## src/logic/alarm_pkg.sv

```systemverilog
// Shared constants for the servo alarm manager and its protection timer.
// Assumes one 20 MHz system clock and a power-on reset that acts as the power cycle.
package alarm_pkg;

    // Clock period and the one-second tick used to time the protection interval.
    localparam int unsigned CLK_PERIOD_NS = 50;
    localparam int unsigned TICK_PERIOD_NS = 1000000000;
    localparam int unsigned PROT_TICK_CYCLES_DEF = TICK_PERIOD_NS / CLK_PERIOD_NS;

    // Alarm and warning source counts, and widths of the codes and load figure.
    localparam int unsigned NUM_ALARMS = 28;
    localparam int unsigned NUM_WARNS = 13;
    localparam int unsigned IDX_W = 5;
    localparam int unsigned WIDX_W = 4;
    localparam int unsigned CODE_W = 12;
    localparam int unsigned LOAD_W = 8;
    localparam int unsigned ACC_W = LOAD_W + 3;
    localparam int unsigned SEC_W = 12;

    // Display codes of the alarms, three hex digits, in source-index order.
    localparam logic [CODE_W-1:0] ALARM_CODE [NUM_ALARMS] = '{
        12'h010, 12'h012, 12'h013, 12'h015, 12'h016, 12'h017, 12'h019, 12'h01A,
        12'h020, 12'h024, 12'h025, 12'h030, 12'h031, 12'h032, 12'h033, 12'h034,
        12'h035, 12'h036, 12'h037, 12'h045, 12'h046, 12'h047, 12'h050, 12'h051,
        12'h052, 12'h08A, 12'h08E, 12'h888};

    // Display codes of the warnings, in source-index order.
    localparam logic [CODE_W-1:0] WARN_CODE [NUM_WARNS] = '{
        12'h092, 12'h096, 12'h09F, 12'h0E0, 12'h0E1, 12'h0E3, 12'h0E4, 12'h0E6,
        12'h0E7, 12'h0E8, 12'h0E9, 12'h0EC, 12'h0ED};

    // Per-alarm permission masks: error reset, CPU reset, thermal lockout.
    localparam logic [NUM_ALARMS-1:0] ERR_RST_OK = 28'h7DB9A01;
    localparam logic [NUM_ALARMS-1:0] CPU_RST_OK = 28'h7DBDA01;
    localparam logic [NUM_ALARMS-1:0] PROT_MASK = 28'h0C00800;

    // Source indices that are named in checks.
    localparam logic [IDX_W-1:0] IDX_UNDERVOLT = 5'h00;
    localparam logic [IDX_W-1:0] IDX_RECV_ERR1 = 5'h0F;
    localparam logic [IDX_W-1:0] IDX_MAIN_OVERHEAT = 5'h13;
    localparam logic [IDX_W-1:0] IDX_USB_TIMEOUT = 5'h19;
    localparam logic [WIDX_W-1:0] WIDX_REGEN = 4'h3;

    // Code shown when nothing is pending.
    localparam logic [CODE_W-1:0] CODE_NONE = 12'h000;

    // Protection interval: base seconds plus load average times a scale.
    localparam logic [SEC_W-1:0] PROT_MIN_S = 12'h03C;
    localparam logic [SEC_W-1:0] PROT_SCALE_S = 12'h007;
    localparam int unsigned HIST_SHIFT = 3;

endpackage

```

## src/logic/prot_if.sv

```systemverilog
// Link between the alarm manager and the thermal protection timer.
// Assumes both ends share the system clock.
`timescale 1ns/10ps
interface prot_if;
    import alarm_pkg::*;
    logic start; // One-cycle pulse: a lockout alarm is being latched at this edge.
    logic busy; // Level: the protection interval is still running.
    logic [SEC_W-1:0] remain; // Seconds left in the interval.
    modport timer (input start, output busy, output remain);
    modport manager (output start, input busy, input remain);
endinterface

```

## src/logic/servo_alarm_manager.sv

```systemverilog
// Alarm and warning manager of the servo amplifier: latches the first alarm,
// shows its code, drops fault-ok, and clears under per-alarm permissions.
// Assumes fault and warning detectors and reset commands synchronous to clk_in;
// the asynchronous reset stands for the power off-then-on cycle.
//
// Functional notes
// - Any alarm drops the fault-ok output.
// - Display the code of the fault.
// - Hold alarm while cause persists.
// - Clear by power cycle, error or CPU reset.
// - Thermal alarms use fixed codes 45, 46, 47.
// - Warnings use separate codes, 9- or E-prefixed.
// - Lock out clears of 30, 50, 51.
// - Lockout length derived from load history.
// - Receive error 1 may refuse error reset.
// - USB timeout and USB error distinct codes.
`timescale 1ns/10ps
module servo_alarm_manager #(
    parameter int unsigned TICK_CYCLES = alarm_pkg::PROT_TICK_CYCLES_DEF
) (
    input wire logic clk_in,
    input wire logic arst_n_in,
    input wire logic ce_in,
    input wire logic [alarm_pkg::NUM_ALARMS-1:0] fault_vec_in,
    input wire logic [alarm_pkg::NUM_WARNS-1:0] warn_vec_in,
    input wire logic error_reset_cmd_in,
    input wire logic cpu_reset_cmd_in,
    input wire logic servo_on_req_in,
    input wire logic [alarm_pkg::LOAD_W-1:0] load_in,
    output logic fault_ok_output_out,
    output logic [alarm_pkg::CODE_W-1:0] display_code_out,
    output logic alarm_active_out,
    output logic warn_active_out,
    output logic servo_on_out,
    output logic clear_reject_out,
    output logic lockout_out,
    output logic [alarm_pkg::SEC_W-1:0] lockout_remain_out
);
    import alarm_pkg::*;

    prot_if prot (); // Link to the protection timer.

    logic alarm_reg, alarm_next; // An alarm is latched.
    logic [IDX_W-1:0] idx_reg, idx_next; // Source index of the latched alarm.
    logic [CODE_W-1:0] disp_reg, disp_next; // Code on the status display.
    logic fault_ok_reg, fault_ok_next; // High while no alarm stands.
    logic warn_reg, warn_next; // Some warning is present.
    logic servo_reg, servo_next; // Servo-on granted.
    logic reject_reg, reject_next; // Clear request refused, one-cycle pulse.
    logic start_next; // Start pulse toward the timer.
    logic [IDX_W-1:0] first_idx; // Lowest-index active fault.
    logic [WIDX_W-1:0] first_widx; // Lowest-index active warning.
    logic clear_req; // An error or CPU reset command arrives.
    logic clear_ok; // The command is permitted for the latched alarm.
    logic cause_gone; // The latched alarm's condition has ended.

    // Timer instance; it keeps its own load history.
    protection_timer #(
        .TICK_CYCLES(TICK_CYCLES)
    ) u_timer (
        .clk_in(clk_in),
        .arst_n_in(arst_n_in),
        .ce_in(ce_in),
        .load_in(load_in),
        .prot(prot)
    );

    // Priority encoders: the lowest index wins when several rise together.
    always_comb begin
        first_idx = '0;
        first_widx = '0;
        for (int i = NUM_ALARMS - 1; i >= 0; i--) begin
            if (fault_vec_in[i]) begin
                first_idx = IDX_W'(i);
            end
        end
        for (int j = NUM_WARNS - 1; j >= 0; j--) begin
            if (warn_vec_in[j]) begin
                first_widx = WIDX_W'(j);
            end
        end
    end

    // Latch, clear and display decisions.
    always_comb begin
        alarm_next = alarm_reg;
        idx_next = idx_reg;
        reject_next = 1'b0;
        start_next = 1'b0;
        clear_req = error_reset_cmd_in || cpu_reset_cmd_in;
        // Each command is checked against its own permission column.
        clear_ok = (error_reset_cmd_in && ERR_RST_OK[idx_reg]) ||
                   (cpu_reset_cmd_in && CPU_RST_OK[idx_reg]);
        // A receive error whose link fault persists stays latched here.
        cause_gone = !fault_vec_in[idx_reg];
        if (alarm_reg) begin
            // Later faults do not replace the latched one.
            if (clear_req) begin
                if (clear_ok && cause_gone && !(PROT_MASK[idx_reg] && prot.busy)) begin
                    alarm_next = 1'b0;
                end else begin
                    // Refused: no permission, cause present, or lockout running.
                    reject_next = 1'b1;
                end
            end
        end else if (|fault_vec_in) begin
            alarm_next = 1'b1;
            idx_next = first_idx;
            start_next = PROT_MASK[first_idx];
        end
        // Alarm codes take precedence; warnings show only without an alarm.
        if (alarm_next) begin
            disp_next = ALARM_CODE[idx_next];
        end else if (|warn_vec_in) begin
            disp_next = WARN_CODE[first_widx];
        end else begin
            disp_next = CODE_NONE;
        end
        warn_next = |warn_vec_in;
        // Fault-ok falls on a raw fault too, not only on the latch.
        fault_ok_next = !alarm_next && !(|fault_vec_in);
        servo_next = servo_on_req_in && !alarm_next && !(|fault_vec_in);
    end

    // Registers; a low clock enable freezes all of them.
    always_ff @(posedge clk_in or negedge arst_n_in) begin
        if (!arst_n_in) begin
            alarm_reg <= 1'b0;
            idx_reg <= '0;
            disp_reg <= CODE_NONE;
            fault_ok_reg <= 1'b0;
            warn_reg <= 1'b0;
            servo_reg <= 1'b0;
            reject_reg <= 1'b0;
        end else if (ce_in) begin
            alarm_reg <= alarm_next;
            idx_reg <= idx_next;
            disp_reg <= disp_next;
            fault_ok_reg <= fault_ok_next;
            warn_reg <= warn_next;
            servo_reg <= servo_next;
            reject_reg <= reject_next;
        end
    end

    // The start pulse is combinational; the timer registers it on the same edge.
    assign prot.start = start_next && ce_in;

    // Outputs come straight from registers here or in the timer.
    assign fault_ok_output_out = fault_ok_reg;
    assign display_code_out = disp_reg;
    assign alarm_active_out = alarm_reg;
    assign warn_active_out = warn_reg;
    assign servo_on_out = servo_reg;
    assign clear_reject_out = reject_reg;
    assign lockout_out = prot.busy;
    assign lockout_remain_out = prot.remain;

    // A fault present at an enabled edge drops fault-ok at that edge.
    property p_fault_drops_ok;
        @(posedge clk_in) disable iff (!arst_n_in)
        (ce_in && |fault_vec_in) |=> !fault_ok_output_out;
    endproperty
    a_fault_drops_ok: assert property (p_fault_drops_ok) else $error("Fault-ok stayed high.");

    // A fresh undervoltage alarm shows its code.
    property p_shows_code;
        @(posedge clk_in) disable iff (!arst_n_in)
        (ce_in && !alarm_reg && fault_vec_in[0]) |=> (alarm_reg && display_code_out == 12'h010);
    endproperty
    a_shows_code: assert property (p_shows_code) else $error("Alarm code not displayed.");

    // While its cause stands the alarm cannot be cleared.
    property p_hold_while_cause;
        @(posedge clk_in) disable iff (!arst_n_in)
        (ce_in && alarm_reg && fault_vec_in[idx_reg]) |=> (alarm_reg && $stable(idx_reg));
    endproperty
    a_hold_while_cause: assert property (p_hold_while_cause) else $error("Alarm cleared early.");

    // A permitted error reset with the cause gone clears at the next edge.
    property p_err_reset_clears;
        @(posedge clk_in) disable iff (!arst_n_in)
        (ce_in && alarm_reg && error_reset_cmd_in && ERR_RST_OK[idx_reg] &&
         !fault_vec_in[idx_reg] && !prot.busy) |=> (!alarm_reg && !clear_reject_out);
    endproperty
    a_err_reset_clears: assert property (p_err_reset_clears) else $error("Reset did not clear.");

    // The main circuit overheat alarm always shows 45.
    property p_thermal_code;
        @(posedge clk_in) disable iff (!arst_n_in)
        (alarm_reg && idx_reg == IDX_MAIN_OVERHEAT) |-> (display_code_out == 12'h045);
    endproperty
    a_thermal_code: assert property (p_thermal_code) else $error("Wrong thermal code.");

    // A lone regeneration warning shows E0.
    property p_warn_code;
        @(posedge clk_in) disable iff (!arst_n_in)
        (ce_in && !alarm_reg && !(|fault_vec_in) && first_widx == WIDX_REGEN &&
         |warn_vec_in) |=> (display_code_out == 12'h0E0 && warn_active_out);
    endproperty
    a_warn_code: assert property (p_warn_code) else $error("Wrong warning code.");

    // During the lockout a clear is refused and the alarm stays.
    property p_lockout_refuses;
        @(posedge clk_in) disable iff (!arst_n_in)
        (ce_in && alarm_reg && PROT_MASK[idx_reg] && prot.busy && clear_req)
            |=> (alarm_reg && clear_reject_out) ##1 !clear_reject_out || clear_req;
    endproperty
    a_lockout_refuses: assert property (p_lockout_refuses) else $error("Lockout bypassed.");

    // The USB timeout is shown as 8A.
    property p_usb_code;
        @(posedge clk_in) disable iff (!arst_n_in)
        (ce_in && !alarm_reg && fault_vec_in == (28'h0000001 << IDX_USB_TIMEOUT))
            |=> (display_code_out == 12'h08A);
    endproperty
    a_usb_code: assert property (p_usb_code) else $error("Wrong USB code.");

    // No servo-on while an alarm is latched.
    property p_servo_off;
        @(posedge clk_in) disable iff (!arst_n_in)
        alarm_active_out |-> !servo_on_out;
    endproperty
    a_servo_off: assert property (p_servo_off) else $error("Servo on during alarm.");

    // Without a clear command the latched code does not change.
    property p_first_kept;
        @(posedge clk_in) disable iff (!arst_n_in)
        (alarm_reg && !clear_req) |=> ($stable(display_code_out) && alarm_reg);
    endproperty
    a_first_kept: assert property (p_first_kept) else $error("Latched alarm replaced.");

    // A permitted CPU reset with the cause gone clears at the next edge.
    property p_cpu_clr;
        @(posedge clk_in) disable iff (!arst_n_in)
        (ce_in && alarm_reg && cpu_reset_cmd_in && CPU_RST_OK[idx_reg] &&
         !fault_vec_in[idx_reg] && !prot.busy) |=> !alarm_reg;
    endproperty
    a_cpu_clr: assert property (p_cpu_clr) else $error("CPU reset failed.");

    // A command that the latched alarm does not permit is refused with a pulse.
    property p_no_perm;
        @(posedge clk_in) disable iff (!arst_n_in)
        (ce_in && alarm_reg && clear_req && !clear_ok) |=> (alarm_reg && clear_reject_out);
    endproperty
    a_no_perm: assert property (p_no_perm) else $error("Unpermitted clear.");

    // Any clear while the cause still stands is refused with a pulse.
    property p_cause;
        @(posedge clk_in) disable iff (!arst_n_in)
        (ce_in && alarm_reg && clear_req && fault_vec_in[idx_reg])
            |=> (alarm_reg && clear_reject_out);
    endproperty
    a_cause: assert property (p_cause) else $error("Clear with cause.");

    // A receive error whose link fault persists survives an error reset.
    property p_recv;
        @(posedge clk_in) disable iff (!arst_n_in)
        (ce_in && alarm_reg && idx_reg == IDX_RECV_ERR1 && fault_vec_in[IDX_RECV_ERR1] &&
         error_reset_cmd_in) |=> (alarm_reg && clear_reject_out);
    endproperty
    a_recv: assert property (p_recv) else $error("Receive error cleared.");

    // Latching a lockout alarm starts the protection interval at the same edge.
    property p_lock_start;
        @(posedge clk_in) disable iff (!arst_n_in)
        (ce_in && !alarm_reg && |fault_vec_in && PROT_MASK[first_idx])
            |=> (alarm_reg && lockout_out);
    endproperty
    a_lock_start: assert property (p_lock_start) else $error("No lockout.");

    // A clear while nothing is latched is ignored, so no reject pulse follows.
    property p_idle_clr;
        @(posedge clk_in) disable iff (!arst_n_in)
        (ce_in && !alarm_reg && clear_req) |=> !clear_reject_out;
    endproperty
    a_idle_clr: assert property (p_idle_clr) else $error("Stray reject.");

    // With no alarm and no fault a held servo-on request is granted.
    property p_servo_grant;
        @(posedge clk_in) disable iff (!arst_n_in)
        (ce_in && servo_on_req_in && !alarm_reg && !(|fault_vec_in)) |=> servo_on_out;
    endproperty
    a_servo_grant: assert property (p_servo_grant) else $error("No servo-on.");

    // The other USB error sits right after the timeout and shows 8E.
    property p_usb_err;
        @(posedge clk_in) disable iff (!arst_n_in)
        (alarm_reg && idx_reg == IDX_W'(IDX_USB_TIMEOUT + 1)) |-> (display_code_out == 12'h08E);
    endproperty
    a_usb_err: assert property (p_usb_err) else $error("Wrong USB error code.");

    // Main scenarios worth seeing.
    c_latch: cover property (@(posedge clk_in) disable iff (!arst_n_in) $rose(alarm_reg));
    c_clear: cover property (@(posedge clk_in) disable iff (!arst_n_in) $fell(alarm_reg));
    c_reject: cover property (@(posedge clk_in) disable iff (!arst_n_in)
        clear_reject_out && prot.busy);
    c_recv: cover property (@(posedge clk_in) disable iff (!arst_n_in)
        alarm_reg && idx_reg == IDX_RECV_ERR1 && clear_reject_out);
    c_lock_end: cover property (@(posedge clk_in) disable iff (!arst_n_in)
        $fell(lockout_out));
endmodule

```

## src/logic/protection_timer.sv

```systemverilog
// Protection interval timer with its own load-history average.
// Assumes a synchronous load figure and a start pulse from the alarm manager.
`timescale 1ns/10ps
module protection_timer #(
    parameter int unsigned TICK_CYCLES = alarm_pkg::PROT_TICK_CYCLES_DEF
) (
    input wire logic clk_in,
    input wire logic arst_n_in,
    input wire logic ce_in,
    input wire logic [alarm_pkg::LOAD_W-1:0] load_in,
    prot_if.timer prot
);
    import alarm_pkg::*;

    localparam int unsigned TW = $clog2(TICK_CYCLES);

    typedef enum logic [1:0] {ST_IDLE = 2'b01, ST_COUNT = 2'b10} tstate_t;

    tstate_t state_reg, state_next; // Idle or counting down.
    logic [TW-1:0] tick_reg, tick_next; // Divider toward one second.
    logic [ACC_W-1:0] acc_reg, acc_next; // Load history, eight times the average.
    logic [SEC_W-1:0] remain_reg, remain_next; // Seconds left.
    logic busy_reg, busy_next; // Registered busy flag.
    logic tick; // Last cycle of a second.
    logic [SEC_W-1:0] interval; // Interval that a start would load.

    // Next values: the average follows the load once a second, so the interval
    // reflects the recent load history up to the moment of the alarm.
    always_comb begin
        tick = (tick_reg == TW'(TICK_CYCLES - 1));
        tick_next = tick ? '0 : tick_reg + 1'b1;
        acc_next = acc_reg;
        if (tick) begin
            acc_next = acc_reg - (acc_reg >> HIST_SHIFT) + ACC_W'(load_in);
        end
        interval = PROT_MIN_S + SEC_W'(acc_reg[ACC_W-1:HIST_SHIFT]) * PROT_SCALE_S;
        state_next = state_reg;
        remain_next = remain_reg;
        unique case (state_reg)
            ST_IDLE: begin
                if (prot.start) begin
                    remain_next = interval;
                    state_next = ST_COUNT;
                end
            end
            ST_COUNT: begin
                // A count of one or less at a tick means the interval has run out.
                if (tick) begin
                    if (remain_reg <= 12'h001) begin
                        remain_next = '0;
                        state_next = ST_IDLE;
                    end else begin
                        remain_next = remain_reg - 1'b1;
                    end
                end
            end
        endcase
        busy_next = (state_next == ST_COUNT);
    end

    // Registers, frozen while the clock enable is low.
    always_ff @(posedge clk_in or negedge arst_n_in) begin
        if (!arst_n_in) begin
            state_reg <= ST_IDLE;
            tick_reg <= '0;
            acc_reg <= '0;
            remain_reg <= '0;
            busy_reg <= 1'b0;
        end else if (ce_in) begin
            state_reg <= state_next;
            tick_reg <= tick_next;
            acc_reg <= acc_next;
            remain_reg <= remain_next;
            busy_reg <= busy_next;
        end
    end

    assign prot.busy = busy_reg;
    assign prot.remain = remain_reg;

    // A start loads the computed interval and raises busy at once.
    property p_start_loads;
        @(posedge clk_in) disable iff (!arst_n_in)
        (ce_in && prot.start && state_reg == ST_IDLE) |=> (busy_reg && remain_reg == $past(interval));
    endproperty
    a_start_loads: assert property (p_start_loads) else $error("Interval not loaded on start.");
endmodule

```

## config.mk

```make
export PLATFORM = sky130hd
export DESIGN_NAME = servo_alarm_manager
export DESIGN_NICKNAME = d
export VERILOG_FILES = /design/src/logic/alarm_pkg.sv /design/src/logic/prot_if.sv /design/src/logic/servo_alarm_manager.sv /design/src/logic/protection_timer.sv
export SDC_FILE = /design/constraint.sdc
export NUM_CORES = 1
export LEC_CHECK = 0
export BUFFER_PORTS_ARGS = -buffer_cell sky130_fd_sc_hd__buf_2
export CAP_MARGIN = 20
export CORE_UTILIZATION = 59
export CTS_BUF_LIST = sky130_fd_sc_hd__clkbuf_16
export DETAILED_ROUTE_END_ITERATION = 10
export GPL_ROUTABILITY_DRIVEN = 0
export PLACE_DENSITY_LB_ADDON = 0.25
export SYNTH_ARGS = -nofsm -noshare
export SYNTH_HDL_FRONTEND = slang
export SYNTH_SLANG_ARGS = --single-unit
```

## constraint.sdc

```tcl
create_clock -name clk_in -period 3.65 [get_ports clk_in]
set_input_delay 0.1825 -clock clk_in [delete_from_list [all_inputs] [get_ports clk_in]]
set_output_delay 0.1825 -clock clk_in [all_outputs]
set_load 0.05 [all_outputs]
```

Word level (Yosys, flattened, before mapping) --
Memory sizes are Yosys's and may differ from the RTL's. Cells that the tools add are included.
Operators by class: multiplexer cells 72, add/sub/neg operators 5, eq/ne operators 6, reductions and logical operators 19, bitwise logic cells 2, order comparisons 5, $mul 1
Operators with widths (number):
- 2-to-1 mux 5 bit | 30
- 2-to-1 mux 12 bit | 9
- 2-to-1 mux 4 bit | 13
- OR reduction 28 bit | 1
- adder 25 x 1 -> 25 bit (second input constant) | 1
- == test 25 bit (second input constant) | 1
- 2-to-1 mux 25 bit | 1
- case mux 12 bit (2 select lines) | 1
- 2-to-1 mux 1 bit | 13
- OR reduction 13 bit | 1
- adder 6 x 11 -> 12 bit (first input constant) | 1
- <= comparator 12 x 1 -> 1 bit (second input constant) | 1
- less-than comparator 5 x 6 -> 1 bit (second input constant) | 2
- subtractor 12 x 1 -> 12 bit (second input constant) | 1
- adder 11 x 8 -> 11 bit | 1
- multiplier 8 x 3 -> 11 bit (second input constant) | 1
- subtractor 11 x 8 -> 11 bit | 1
- logical AND 1 bit | 9
- greater-or-equal comparator 6 bit (second input constant) | 1
- 2-to-1 mux 2 bit | 3
- inverter 5 -> 6 bit | 1
- binary-select mux 1 bit (select 5 bit) | 1
- greater-or-equal comparator 5 bit (second input constant) | 1
- inverter 4 -> 5 bit | 1
- other kinds (9) | 14
Storage, ports and cells: ROM bits 704, input port bits 55, word-level logic and storage cells 128, flip-flop bits (word level) 73, memories 6
Memories:
- (name not given) | words 32, width 12, rd ports 1, clocked after Yosys merged registers in 0, wr ports 0, RTL line servo_alarm_manager.sv:113 | disp_next = ALARM_CODE[idx_next];
- (name not given) | words 16, width 12, rd ports 1, clocked after Yosys merged registers in 0, wr ports 0, RTL line servo_alarm_manager.sv:115 | disp_next = WARN_CODE[first_widx];
- (name not given) | words 32, width 1, rd ports 1, clocked after Yosys merged registers in 0, wr ports 0, RTL line servo_alarm_manager.sv:109 | start_next = PROT_MASK[first_idx];
- (name not given) | words 32, width 1, rd ports 1, clocked after Yosys merged registers in 0, wr ports 0, RTL line servo_alarm_manager.sv:99 | if (clear_ok && cause_gone && !(PROT_MASK[idx_reg] && prot.busy)) begin
- (name not given) | words 32, width 1, rd ports 1, clocked after Yosys merged registers in 0, wr ports 0, RTL line servo_alarm_manager.sv:93 | (cpu_reset_cmd_in && CPU_RST_OK[idx_reg]);
- (name not given) | words 32, width 1, rd ports 1, clocked after Yosys merged registers in 0, wr ports 0, RTL line servo_alarm_manager.sv:92 | clear_ok = (error_reset_cmd_in && ERR_RST_OK[idx_reg]) ||

Longest topological paths before layout --
Gate-level depths: netlist of run 1.
depth after elaboration 36, depth in mapped cells 15, gate-level depth less buffers 15

By module --
Synthesis of run 1 repeated with hierarchy kept, for this count alone.
Second synthesis, totals: cell total of the unflattened synthesis 733, area total of the unflattened synthesis 6246.0 sq um
Modules (own cells, without submodules):
- protection_timer | seq. area each 1277.5 sq um, area an instance 3829.9 sq um, cells each 431, instances 1
- servo_alarm_manager | seq. area each 475.5 sq um, area an instance 2416.1 sq um, cells each 302, instances 1

Least setup slack after synthesis of run 1 --
No wires, ideal clock.
kind reg2reg, start point register u_timer.acc_reg[6], end point register u_timer.remain_reg[10] (netlist: u_timer.prot.remain[10]), stages on the path, launching flop included 14, data arrival time 2888 ps, path slack 641 ps, period minus slack after synthesis 3009 ps, setup time 121 ps, buffers on the path 0, cell sequence dfrtp_1 -> inv_1 -> ha_1 -> inv_1 -> fa_1 -> ha_1 -> a21o_1 -> a21oi_1 -> o21bai_1 -> a2111oi_0 -> nor3_1 -> xnor2_1 -> o22ai_1 -> a22o_1
Between the ends: longest elaborated chain between the ends 4
RTL lines:
- start, declared | RTL line protection_timer.sv:21 | logic [ACC_W-1:0] acc_reg, acc_next;
- start signal, assigned | RTL line protection_timer.sv:72 | acc_reg <= acc_next;
- multiplier 8 x 3 -> 11 bit | RTL line protection_timer.sv:36 | interval = PROT_MIN_S + SEC_W'(acc_reg[ACC_W-1:HIST_SHIFT]) * PROT_SCALE_S;
- adder 6 x 11 -> 12 bit | RTL line protection_timer.sv:36
- 2-to-1 mux 12 bit | RTL line protection_timer.sv:41 | if (prot.start) begin
- case mux 12 bit (2 select lines) | RTL line protection_timer.sv:39 | unique case (state_reg)
- end signal, assigned | RTL line protection_timer.sv:73 | remain_reg <= remain_next;
- end, declared | RTL line protection_timer.sv:22 | logic [SEC_W-1:0] remain_reg, remain_next;
No other way between the ends. The select of a mux whose other input is x is not followed. A chain may end at the register's enable or synchronous reset.

Worst setup path in the final report of run 1 --
Ends and elaborated chain as after synthesis.

==> out/metrics.csv, run 1 <==
metric;value;unit
final worst path period share;93.9;%
cts bufs inserted;9;
measured slew at the worst slew-check pin;0.997;ns
CTS tree;yes;
max incr delay on CP;0.48;ns
drt wl/cell;16.0;µm
area growth from synthesis to final layout;12.9;%
grt total ovfl;0;
Hold Vio Cnt, Final;0;
normalized max-slew margin;32.9;%
final instance area;7060;µm²
clk root buf;clkbuf_16;
post-synth top area cell;dfrtp_1;
drt drc;0;
largest net degree at the start of global routing;44;
pwr/cell area;414;nW/µm²
DRT antenna net count;0;
crit path cell chain;inv_1 -> ha_1 -> inv_1 -> fa_1 -> ha_1 -> a21o_1 -> a21oi_1 -> o21bai_1 -> a2111oi_1 -> nor3_1 -> xnor2_1 -> o22ai_1 -> a22o_1;
CP Data Arrival Time;3.65;ns
most instantiated cells after synthesis;inv_1 (77), dfrtp_1 (69), nor2_1 (58);
Synth Instances;719;
Port Buf Inserts;81;
TritonRoute pass-1 iters;7;
Die Y;105;µm
CP delay by family, top;compound AO/OA/AOI/OAI gates;
core area;10300;µm²
initial antenna violation count;0;
Worst Setup Start Kind;flip-flop;
vias in the first global route;5497;
clk_lat worst skew;0.34;ns
die width;105;µm
placed insts;918;
clk sinks;70;
Die Area;11000;µm²
area of placed instances;6750;µm²
final cell count without fillers;934;
DPL Wire Length;11.2;mm
Critical Path RT;3.87;ns
Vias/cell;6.09;
Setup CP Type;reg2reg;
CTS H-tree lvls;3;
Max Freq;292;MHz
Max Transition Viols Final;0;
clock skew;0.00944;ns
Warnings, synthesis;0;
Yosys reg bits;70;
DR iter-0 viols;321;
Seq/Total Area, Yosys;28.0;%
WP buf/inv;2;
share of layout cells above drive strength 1;16.9;%
Setup-failing EPs final;0;
Leak;3.31;nW
setup_tns;0;ns
min Tclk post-route;3.43;ns
post-CTS setup buffer count;0;
Area contributors post-synth;dfrtp_1 (28%), ha_1 (9.4%), fa_1 (4.8%), inv_1 (4.6%), nor2_1 (3.5%);
Min-Delay Path Class;in2async;
number of distinct library cells after synthesis;84;
# rows;37;
kind of end point of the critical path;flip-flop;
Clock Path Buffers;2;
Max-Cap Viols;0;
flip-flop count of the largest register after layout;25;
Via Count;5688;
predominant post-synthesis flop cell;dfrtp_1;
Post-Syn Area;6250;µm²
peak supply drop;480;µV
Initial Util;60.8;%
outcome;finished clean;
Max Fanout on Critical Path;4;
RSZ-0062 raised after global routing;false;
critical path's slowest cell;fa_1;
first-pass GRT wire length;25.6;mm
most numerous cell in the Yosys netlist;inv_1;
Layout Nets;910;
GRT Util Overall;28.6;%
IO Pins;85;
CTS clock-pin slew for the worst setup and hold paths;0.06;ns
number of diodes;0;
syn_area_per_cell;8.70;µm²
Async SR Flop Fraction;100;%
Post-synth EDFFs;0;
area share of the largest cell type after synthesis;27.6;%
Routed WL;14.9;mm
layer usage:
layer | part of all wire [%] | track usage (%) | vias up
met4 | 1.3 | 8.35 | 0
met1 | 45 | 38.3 | 2774
met5 | 0 | 0 | -
met2 | 49 | 47.4 | 169
met3 | 5.0 | 5.18 | 19
li1 | - | - | 2726
worst paths after layout:
check                                     start                       to  slack (ns)  cells after the start
min reg2reg                u_timer.tick_reg[23]     u_timer.tick_reg[23]        0.50                      1
max                          u_timer.acc_reg[6]  u_timer.prot.remain[10]        0.22                     13
max reg2reg                  u_timer.acc_reg[6]  u_timer.prot.remain[10]        0.22                     13
min                                   arst_n_in         clear_reject_out       0.002                      1
min in group clk_in             servo_on_req_in             servo_on_out        0.10                      3
max in group asynchronous             arst_n_in       u_timer.acc_reg[4]        2.73                      2
where the power goes:
group	switching [mW]	total, mW	internal [mW]
clock	0.332	0.921	0.590
combinational	0.613	0.989	0.376
sequential	0.149	1.01	0.865
total	1.09	2.92	1.83
worst register-to-register path, cell delays in order (launching register included):
cell	delay, ns
dfrtp_1	0.45
inv_1	0.14
ha_1	0.29
inv_1	0.05
fa_1	0.48
ha_1	0.32
a21o_1	0.16
a21oi_1	0.26
o21bai_1	0.14
a2111oi_1	0.43
nor3_1	0.15
xnor2_1	0.16
o22ai_1	0.09
a22o_1	0.19
placed cells by master (no fill, tap or decap), types with 12 or more instances in the layout:
| master | n |
|---|---|
| nor2_1 | 58 |
| dfrtp_1 | 69 |
| o21ai_0 | 30 |
| nand2_1 | 47 |
| fa_1 | 15 |
| o21ai_1 | 15 |
| nand2b_1 | 13 |
| nor3_1 | 22 |
| nand3_1 | 21 |
| inv_1 | 80 |
| o22ai_1 | 12 |
| xnor2_1 | 21 |
| ha_1 | 47 |
| a21oi_1 | 31 |
| buf_2 | 81 |
| nor2b_1 | 12 |
through the flow:
stage               setup WS [ns]  hold WS, ns  util (%)  power [mW]
finish                      0.222      0.00159      68.7        2.92
global route               0.0213       0.0910      68.7        3.08
CTS                         0.210       0.0386      68.7        2.93
detailed placement          0.291        0.388      65.7        2.00
global placement            0.512        0.388      65.7        1.97
floorplan                   0.641       -0.113         -        1.76
cell families after synthesis:
kind of cell | Yosys count | share of synthesized area [%]
buf+inv | 102 | 6.60
flops | 70 | 28.0
other cells | 1 | 0.0600
mux | 18 | 4.26
compound gates | 185 | 20.9
xor+xnor | 32 | 4.48
fa+ha+maj | 62 | 14.2
simple gates | 249 | 21.5
what timing repair did:
item                       CTS  global route
setup endpoints to repair    0             1
hold endpoints to repair     0             0
hold buffers                 0             0
gates resized for setup      0             1
layout make-up:
class,instances,area [µm²]
timing repair buffer,86,443
fill,842,3220
inverter,77,289
sequential,70,1750
clock buffer,9,225
tap,136,170
multi-input combinational,549,4100
clock inverter,7,83.8
Note: power is estimated with default switching activity, not from simulation.
==> inputs of run 2 (changes only) <==
MAX_ROUTING_LAYER = met4   (was default)
==> run 2 against run 1 <==
Clock power about the same. Utilization did not move. Sequential power barely moved. Largest power group unchanged. Combinational power hardly changed. Critical path type unchanged. Flip-flop and latch count unchanged. Maximum frequency decreased by 0.12%. Design area is the same. Final cell count unchanged. Via count about the same. Power barely moved. Sequential share of layout area is the same. Clock skew down 0.00050 ns.
==> out/metrics.csv, run 2 (synthesized netlist as in run 1, its figures left out) <==
metric;value;unit
CTS tree;yes;
outcome;finished clean;
Die Y;105;µm
final worst path period share;94.0;%
CTS clock-pin slew for the worst setup and hold paths;0.06;ns
most common cell after layout, fill and taps aside;buf_2;
Setup CP Type;reg2reg;
share of layout cells above drive strength 1;16.9;%
IO Pins;85;
cts bufs inserted;9;
drt drc;0;
# rows;37;
largest net degree at the start of global routing;44;
filler instances;842;
drt wl/cell;15.9;µm
highest-count cells in the layout ignoring fill and taps;buf_2 (81), inv_1 (80), dfrtp_1 (69);
core area;10300;µm²
Max Freq;291;MHz
FF-to-FF setup slack;0.22;ns
pwr/cell area;414;nW/µm²
normalized max-slew margin;32.3;%
area of placed instances;6750;µm²
Routed WL;14.9;mm
CTS H-tree lvls;3;
Max Fanout on Critical Path;4;
measured slew at the worst slew-check pin;1.01;ns
final instance area;7060;µm²
clock skew;0.00894;ns
cells on worst reg2reg path;13;
die width;105;µm
DRT antenna net count;0;
DPL Wire Length;11.2;mm
grt total ovfl;0;
Setup-failing EPs final;0;
TritonRoute pass-1 iters;5;
kind of end point of the critical path;flip-flop;
number of diodes;0;
Min-Delay Path Class;in2async;
Hold Vio Cnt, Final;0;
clk root buf;clkbuf_16;
Leak;3.31;nW
Die Area;11000;µm²
Port Buf Inserts;81;
Via Count;5690;
setup_tns;0;ns
CP Data Arrival Time;3.65;ns
area growth from synthesis to final layout;12.9;%
Layout Nets;910;
initial antenna violation count;0;
vias in the first global route;5495;
RR Startpoint;u_timer.acc_reg[6];
Initial Util;60.8;%
Vias/cell;6.09;
Max Transition Viols Final;0;
RSZ-0062 raised after global routing;false;
post-CTS setup buffer count;0;
Clock Path Buffers;2;
Worst Setup Start Kind;flip-flop;
Max-Cap Viols;0;
GRT Util Overall;29.4;%
min Tclk post-route;3.43;ns
clk_lat worst skew;0.33;ns
DR iter-0 viols;351;
first-pass GRT wire length;25.6;mm
flip-flop count of the largest register after layout;25;
peak supply drop;480;µV
Critical Path RT;3.87;ns
RR Endpoint;u_timer.prot.remain[10];
clk sinks;70;
run 2: how the worst max path moves through the flow:
stage                       startpoint                 endpoint  slack [ns]  cells after the start
floorplan           u_timer.acc_reg[6]  u_timer.prot.remain[10]        0.64                     13
global placement    u_timer.acc_reg[6]  u_timer.prot.remain[10]        0.51                     13
global route        u_timer.acc_reg[6]  u_timer.prot.remain[10]        0.02                     13
finish              u_timer.acc_reg[6]  u_timer.prot.remain[10]        0.22                     13
detailed placement  u_timer.acc_reg[6]  u_timer.prot.remain[10]        0.29                     13
CTS                 u_timer.acc_reg[6]  u_timer.prot.remain[10]        0.21                     13
run 2: per-stage QoR:
stage / power (mW) / hold WS, ns / setup slack (ns) / utilization, % / instances
after floorplan: 1.76 / -0.113 / 0.641 / - / 721
after global placement: 1.97 / 0.388 / 0.512 / 65.7 / 918
after detailed placement: 2.00 / 0.388 / 0.291 / 65.7 / 918
after CTS: 2.93 / 0.0386 / 0.210 / 68.7 / 934
after global routing: 3.08 / 0.0910 / 0.0220 / 68.7 / 934
final: 2.92 / 0.00530 / 0.218 / 68.7 / 934
run 2: what timing repair did:
action,4_1_cts,5_1_grt
resized for setup,0,1
hold buffers,0,0
setup endpoints to repair,0,1
run 2: layout make-up:
cell class | count | area (µm²) | share of cell area (%)
Clock inverter | 7 | 83.8 | 1.19
Inverter | 77 | 289 | 4.09
Clock buffer | 9 | 225 | 3.19
Sequential cell | 70 | 1750 | 24.8
Multi-Input combinational cell | 549 | 4100 | 58.0
Timing Repair Buffer | 86 | 443 | 6.27
Tap cell | 136 | 170 | 2.41
run 2: metal layers:
metal	vias to the layer above	wire (µm)	GRT usage, %
met2	174	7340	47.3
met5	-	0	-
met3	19	777	4.93
met1	2769	6590	38.5
li1	2728	-	-
met4	0	159	8.35
run 2: report_power, final:
part / leakage [nW] / switching [mW] / internal [mW] / total [mW]
registers: 0.893 / 0.148 / 0.865 / 1.01
logic: 2.25 / 0.613 / 0.376 / 0.989
clock network: 0.161 / 0.332 / 0.590 / 0.922
total: 3.31 / 1.09 / 1.83 / 2.92
run 2: critical path, cell delays in order (launching register included):
cell,delay [ns]
dfrtp_1,0.45
inv_1,0.14
ha_1,0.29
inv_1,0.05
fa_1,0.48
ha_1,0.32
a21o_1,0.16
a21oi_1,0.26
o21bai_1,0.14
a2111oi_1,0.43
nor3_1,0.15
xnor2_1,0.16
o22ai_1,0.09
a22o_1,0.19
